$ cat src/pbc_pkg.sv
// Package for the power budgeting capability register bank
package pbc_pkg;

	// Register byte offsets
	localparam logic [11:0] PBC_OFF_HEADER = 12'h280;
	localparam logic [11:0] PBC_OFF_SELECT = 12'h284;
	localparam logic [11:0] PBC_OFF_WINDOW = 12'h288;
	localparam logic [11:0] PBC_OFF_FLAG = 12'h28C;
	localparam logic [11:0] PBC_OFF_VALUE0 = 12'h300;
	localparam logic [11:0] PBC_OFF_VALUE_END = 12'h320;
	localparam logic [11:0] PBC_OFF_SWITCH_CONTROL = 12'h404;

	// Power data value registers
	localparam int PBC_VALUE_COUNT = 8;
	localparam logic [7:0] PBC_VALUE_LAST = 8'h07;

	// Header field positions
	localparam int PBC_ID_LSB = 0;
	localparam int PBC_ID_MSB = 15;
	localparam int PBC_VER_LSB = 16;
	localparam int PBC_VER_MSB = 19;
	localparam int PBC_NXT_LSB = 20;
	localparam int PBC_NXT_MSB = 31;

	// Selector and flag positions
	localparam int PBC_SEL_MSB = 7;
	localparam int PBC_ALLOC_BIT = 0;

	// Switch control bit positions
	localparam int PBC_CTL_VALUE_UNLOCK = 0;
	localparam int PBC_CTL_CAP_UNLOCK = 1;

	// Reset values
	localparam logic [15:0] PBC_RST_ID = 16'h0000;
	localparam logic [3:0] PBC_RST_VER = 4'h0;
	localparam logic [11:0] PBC_RST_NXT = 12'h000;
	localparam logic [7:0] PBC_RST_SEL = 8'h00;
	localparam logic [31:0] PBC_RST_WORD = 32'h0000_0000;

	// Write from the initialization loader, bypasses all locks
	typedef struct packed {
		logic wr;
		logic [11:0] addr;
		logic [31:0] data;
	} pbc_init_s;

endpackage

$ cat src/pbc_regs.sv
// Power budgeting capability register bank with APB slave
//
// Functional notes
// - Header bits 15:0 hold identifier, 0x4 expected
// - Header bits 19:16 hold version, 0x1 expected
// - Selector bits 7:0, read/write, resets zero
// - Selector above seven gives zero window
// - Window is read-only, shows selected value
// - System-allocated flag bit 0, resets zero
// - Eight values at 0x300, writable only unlocked
//
// Decided for this implementation: the APB slave port.
`timescale 1ns/100ps

module pbc_regs (
	// Clock and reset
	input logic pclk,
	input logic presetn,
	// APB slave
	input logic psel,
	input logic penable,
	input logic pwrite,
	input logic [11:0] paddr,
	input logic [31:0] pwdata,
	output logic [31:0] prdata,
	output logic pready,
	output logic pslverr,
	// Initialization loader
	input pbc_pkg::pbc_init_s init_req,
	// Flag to the budgeting logic
	output logic system_allocated
);
	import pbc_pkg::*;

	logic [15:0] structure_identifier;
	logic [3:0] structure_version;
	logic [11:0] next_structure_pointer;
	logic [7:0] value_index;
	logic value_write_unlock;
	logic cap_write_unlock;
	logic [31:0] power_data_value [PBC_VALUE_COUNT];

	logic setup;
	logic wr_go;
	logic [31:0] header_word;
	logic [31:0] win_value;
	logic [31:0] next_rdata;
	logic next_err;
	logic [31:0] next_value [PBC_VALUE_COUNT];

	function automatic logic is_value(input logic [11:0] a);
		return (a >= PBC_OFF_VALUE0) && (a < PBC_OFF_VALUE_END) && (a[1:0] == 2'h0);
	endfunction

	function automatic logic [2:0] value_slot(input logic [11:0] a);
		return a[4:2];
	endfunction

	assign setup = psel & ~penable;
	assign wr_go = psel & penable & pready & pwrite;
	assign header_word = {next_structure_pointer, structure_version, structure_identifier};

	// Window shows the selected value or zero past the last one
	always_comb begin
		if (value_index > PBC_VALUE_LAST) begin
			win_value = 32'h0000_0000;
		end else begin
			win_value = power_data_value[value_index[2:0]];
		end
	end

	// Read decode, unmapped addresses answer with an error
	always_comb begin
		next_rdata = 32'h0000_0000;
		next_err = 1'b0;
		case (paddr)
			PBC_OFF_HEADER: next_rdata = header_word;
			PBC_OFF_SELECT: next_rdata = {24'h00_0000, value_index};
			PBC_OFF_WINDOW: next_rdata = win_value;
			PBC_OFF_FLAG: next_rdata = {31'h0, system_allocated};
			PBC_OFF_SWITCH_CONTROL: next_rdata = {30'h0, cap_write_unlock, value_write_unlock};
			default: begin
				if (is_value(paddr)) begin
					next_rdata = power_data_value[value_slot(paddr)];
				end else begin
					next_err = 1'b1;
				end
			end
		endcase
	end

	// APB answer: one wait-free access phase, data captured in setup
	always_ff @(posedge pclk or negedge presetn) begin
		if (!presetn) begin
			pready <= 1'b0;
			prdata <= PBC_RST_WORD;
			pslverr <= 1'b0;
		end else begin
			pready <= setup;
			pslverr <= setup & next_err;
			prdata <= (setup & ~pwrite) ? next_rdata : PBC_RST_WORD;
		end
	end

	// Lockable header: loader wins over an unlocked APB write
	always_ff @(posedge pclk or negedge presetn) begin
		if (!presetn) begin
			structure_identifier <= PBC_RST_ID;
			structure_version <= PBC_RST_VER;
			next_structure_pointer <= PBC_RST_NXT;
		end else if (init_req.wr && init_req.addr == PBC_OFF_HEADER) begin
			structure_identifier <= init_req.data[PBC_ID_MSB:PBC_ID_LSB];
			structure_version <= init_req.data[PBC_VER_MSB:PBC_VER_LSB];
			next_structure_pointer <= init_req.data[PBC_NXT_MSB:PBC_NXT_LSB];
		end else if (wr_go && paddr == PBC_OFF_HEADER && cap_write_unlock) begin
			structure_identifier <= pwdata[PBC_ID_MSB:PBC_ID_LSB];
			structure_version <= pwdata[PBC_VER_MSB:PBC_VER_LSB];
			next_structure_pointer <= pwdata[PBC_NXT_MSB:PBC_NXT_LSB];
		end
	end

	// Selector, plain read/write
	always_ff @(posedge pclk or negedge presetn) begin
		if (!presetn) begin
			value_index <= PBC_RST_SEL;
		end else if (wr_go && paddr == PBC_OFF_SELECT) begin
			value_index <= pwdata[PBC_SEL_MSB:0];
		end
	end

	// System-allocated flag, lockable
	always_ff @(posedge pclk or negedge presetn) begin
		if (!presetn) begin
			system_allocated <= 1'b0;
		end else if (init_req.wr && init_req.addr == PBC_OFF_FLAG) begin
			system_allocated <= init_req.data[PBC_ALLOC_BIT];
		end else if (wr_go && paddr == PBC_OFF_FLAG && cap_write_unlock) begin
			system_allocated <= pwdata[PBC_ALLOC_BIT];
		end
	end

	// Switch control unlock bits
	always_ff @(posedge pclk or negedge presetn) begin
		if (!presetn) begin
			value_write_unlock <= 1'b0;
			cap_write_unlock <= 1'b0;
		end else if (init_req.wr && init_req.addr == PBC_OFF_SWITCH_CONTROL) begin
			value_write_unlock <= init_req.data[PBC_CTL_VALUE_UNLOCK];
			cap_write_unlock <= init_req.data[PBC_CTL_CAP_UNLOCK];
		end else if (wr_go && paddr == PBC_OFF_SWITCH_CONTROL) begin
			value_write_unlock <= pwdata[PBC_CTL_VALUE_UNLOCK];
			cap_write_unlock <= pwdata[PBC_CTL_CAP_UNLOCK];
		end
	end

	// Next value of each data word; locked APB writes are dropped
	always_comb begin
		for (int i = 0; i < PBC_VALUE_COUNT; i++) begin
			next_value[i] = power_data_value[i];
			if (init_req.wr && is_value(init_req.addr)
					&& value_slot(init_req.addr) == i[2:0]) begin
				next_value[i] = init_req.data;
			end else if (wr_go && is_value(paddr) && value_slot(paddr) == i[2:0]
					&& value_write_unlock) begin
				next_value[i] = pwdata;
			end
		end
	end

	always_ff @(posedge pclk or negedge presetn) begin
		if (!presetn) begin
			for (int i = 0; i < PBC_VALUE_COUNT; i++) begin
				power_data_value[i] <= PBC_RST_WORD;
			end
		end else begin
			for (int i = 0; i < PBC_VALUE_COUNT; i++) begin
				power_data_value[i] <= next_value[i];
			end
		end
	end

	// Helpers for the checks below
	logic [2:0] hold_idx;
	logic [31:0] hold_val;
	logic [15:0] init_id;
	logic [3:0] init_ver;
	logic [7:0] wr_sel;
	logic wr_alloc;
	logic loader_idle;

	assign init_id = init_req.data[PBC_ID_MSB:PBC_ID_LSB];
	assign init_ver = init_req.data[PBC_VER_MSB:PBC_VER_LSB];
	assign wr_sel = pwdata[PBC_SEL_MSB:0];
	assign wr_alloc = pwdata[PBC_ALLOC_BIT];
	assign loader_idle = ~init_req.wr;

	always_ff @(posedge pclk or negedge presetn) begin
		if (!presetn) begin
			hold_idx <= 3'h0;
			hold_val <= PBC_RST_WORD;
		end else begin
			hold_idx <= value_slot(paddr);
			hold_val <= power_data_value[value_slot(paddr)];
		end
	end
endmodule

$ cat config.mk
export PLATFORM = sky130hd
export DESIGN_NAME = pbc_regs
export DESIGN_NICKNAME = d
export VERILOG_FILES = /design/src/pbc_pkg.sv /design/src/pbc_regs.sv
export SDC_FILE = /design/constraint.sdc
export NUM_CORES = 1
export LEC_CHECK = 0
export BUFFER_PORTS_ARGS = -buffer_cell sky130_fd_sc_hd__buf_4
export CAP_MARGIN = 20
export CORE_ASPECT_RATIO = 0.9
export CORE_MARGIN = 2
export CORE_UTILIZATION = 59
export CTS_BUF_LIST = sky130_fd_sc_hd__clkbuf_4
export DETAILED_ROUTE_END_ITERATION = 8
export GPL_ROUTABILITY_DRIVEN = 0
export PLACE_DENSITY_LB_ADDON = 0.08
export SLEW_MARGIN = 25
export SYNTH_ARGS = -nofsm -noshare
export SYNTH_HDL_FRONTEND = slang
export SYNTH_SLANG_ARGS = --single-unit
$ cat constraint.sdc
create_clock -name pclk -period 3.4 [get_ports pclk]
set_input_delay 0.68 -clock pclk [delete_from_list [all_inputs] [get_ports pclk]]
set_output_delay 0.68 -clock pclk [all_outputs]
set_load 0.05 [all_outputs]
==> impl_metrics.yaml <==
critical_path:
  cp.required_ns: 3.99
  cp_slowest_stage_delay_ns: 1.06
  arrival_ns: 3.36
  cp_max_fo: 47
  crit_type: "reg2reg"
  start_kind: "register"
  cp-end-kind: "register"
  path_cells: "buf_4 -> mux4_2 -> mux2_2 -> a221oi_1 -> nor3_1"
  crit_slowest_cell: "dfrtp_4"
timing:
  whs_ns: 0.194
  rsz0062_at_grt: "no"
  setup_viol: 0
  fin_skew_ns: 0.0828
  drv_slew: 0
  fin_crit_sh_pct: 81.5
  setup_tns_ns: 0
  fmax_mhz: 361
  slew_headroom_pct: 35.9
  tightest_slew_ns: 0.961
  layout_min_cycle_time_ns: 2.77
  final_hold_viol_count: 0
pwr:
  switching_share_pct: 26.1
  switchingPower_mw: 2.11
  leakage_nw: 10.5
  p_per_area_nw_per_um2: 360
  ir_drop_v: 0.000302
  internal_power_mw: 5.97
  combPwrFrac_pct: 7.2
  pwr-share-clk_pct: 43.2
  p_seq_share_pct: 49.5
yosys:
  synthCells: 1737
  syn_nets: 1831
  netlist.area_leader.share_pct: 41.8
  netlist_area_um2: 19900
  ys_seq_area_share_pct: 41.8
  ys_types: 51
  synth_flop_cell: "dfrtp_1"
  synth_seq_cells: 333
  synthArstFlopShare_pct: 100
  yosys_warnings: 0
  postSynthAreaPerCell_um2: 11.5
  synth_edf_count: 0
  yosysTopAreaCell: "dfrtp_1"
  synth_area_leaders: "dfrtp_1, mux4_2, mux2i_1"
floorplanning:
  rows: 63
  io_pins: 129
  start_util_pct: 60.2
  dieArea_um2: 35300
  die_h_um: 178
  core_area_um2: 33100
  die_w_um: 198
cells_and_area:
  drive_gt1_share_pct: 35.7
  fin_cells: 2305
  syn2layout_area_growth_pct: 12.5
  final_nets: 1909
  layout_commonest_cell: "dfrtp_1"
  final_cell_mix: "dfrtp_1, mux2i_1, a21oi_1, nor2_1, mux2_2"
cts:
  clock_path_buffers: 3
  insertion_delay_ns: 0.78
  clock_sinks: 333
  hold_buffers: 1
  cts_max_level: 3
  post_cts_buffers: 0
  cts_buffers: 88
  cts_tree: "yes"
  root_buffer: "clkbuf_4"
  postCtsResizedCells: 0
  path_clk_slew_ns: 0.07
grt:
  grt_pass1_vias: 15600
  grt_max_degree: 94
  grt_pass1_wl_um: 91300
  grt_overflow: 0
  grt.total_usage_pct: 34.4
  antenna_found_initial: 5
placed_design:
  dp.cells: 2146
  io_buffers: 128
  hpwlAfterDp_um: 33800
routing:
  wirelength_um: 59200
  wl_per_cell_um: 25.7
  vias: 15300
  first_iter_violations: 1465
  firstDrtPassIters: 5
  ant_nets: 0
  viasPerCell: 6.63
  drcViolationCount: 0
run_status:
  status: "complete, no violations"
run:
  maxCapViolCount: 0
worst_hold_path:
  hp-class: "in2reg"
==> routing by layer <==
metal	up-vias	global-route usage, %	part of all wire (%)
met3	176	7.15	8.7
li1	6626	-	-
met2	785	54.1	47
met1	7702	46.8	41
met5	-	0	0.022
met4	2	14.7	3.7
==> worst paths after layout <==
check / from / to / slack [ns] / cells after the start
min in group asynchronous: presetn / structure_identifier[3] / 0.52 / 2
max reg2reg: value_index[1] / prdata[18] / 0.63 / 5
max in group asynchronous: presetn / power_data_value[241] / 1.85 / 3
min: init_req[3] / power_data_value[163] / 0.19 / 3
max: value_index[1] / prdata[18] / 0.63 / 5
min reg2reg: next_structure_pointer[4] / next_structure_pointer[4] / 0.51 / 1
==> power groups by stage <==
| stage | clock [mW] | sequential [mW] | combinational, mW |
|---|---|---|---|
| final | 3.49 | 4.00 | 0.586 |
| after global placement | 0 | 4.08 | 0.573 |
| after detailed placement | 0 | 4.08 | 0.584 |
| after CTS | 3.56 | 4.00 | 0.586 |
| after floorplan | 0 | 4.08 | 0.311 |
| after global routing | 3.78 | 4.00 | 0.637 |
==> critical path, delay by kind of cell (launching register included) <==
family	cells	cell delay (ns)
AO/OA/AOI/OAI	1	0.37
buffers and inverters	1	0.38
flip-flops	1	1.06
multiplexers	2	0.61
AND/OR/NAND/NOR	1	0.12
==> flip-flops by register name (all words and copies together) (netlist names) <==
| signal | flops |
|---|---|
| pslverr | 1 |
| cap_write_unlock | 1 |
| power_data_value | 256 |
| structure_identifier | 16 |
| system_allocated | 1 |
| value_write_unlock | 1 |
| value_index | 8 |
| pready | 1 |
| structure_version | 4 |
| prdata | 32 |
| next_structure_pointer | 12 |
==> cell families (layout without fill, tap and decap cells) <==
kind of cell	count (synthesis)	after routing	share of synthesized area [%]
AND/OR/NAND/NOR	341	341	7.72
buffers and inverters	204	346	4.67
AO/OA/AOI/OAI	305	305	8.83
other	0	4	0
flip-flops	333	333	41.8
multiplexers	554	554	37.0
==> synth_stat cells, types with 3 or more instances <==
cell,instances
a21oi_1,211
a21oi_2,9
a221oi_1,30
and3_1,4
and4_1,3
buf_1,13
buf_2,33
buf_4,5
buf_6,9
clkbuf_1,112
clkbuf_2,30
dfrtp_1,333
mux2_2,188
mux2i_1,238
mux4_2,128
nand2_1,45
nand2b_1,6
nand3_1,7
nand4_1,6
nor2_1,208
nor3_1,27
nor3b_1,4
nor4_1,3
nor4b_1,5
nor4bb_1,4
o2111ai_1,3
o21ai_0,39
o31ai_4,3
or2_2,3
or4_1,3
==> metrics by stage <==
stage	power (mW)	utilization, %	worst slack [ns]	instance area, µm²
after floorplan	4.39	-	0.450	19900
after global placement	4.65	64.4	0.288	21300
after detailed placement	4.66	64.4	0.266	21300
after CTS	8.15	67.7	0.671	22400
after global routing	8.42	67.7	0.600	22400
final	8.08	67.8	0.629	22400
==> layout make-up <==
type	instances	area [µm²]
Multi-Input combinational cell	1200	10800
Fill cell	2551	10700
Sequential cell	333	8340
Timing Repair Buffer	190	1700
Clock buffer	124	931
Tap cell	422	528
Clock inverter	30	149
Antenna cell	4	10.0
Inverter	2	7.51
No activity file was read; power rests on OpenSTA's default activity.
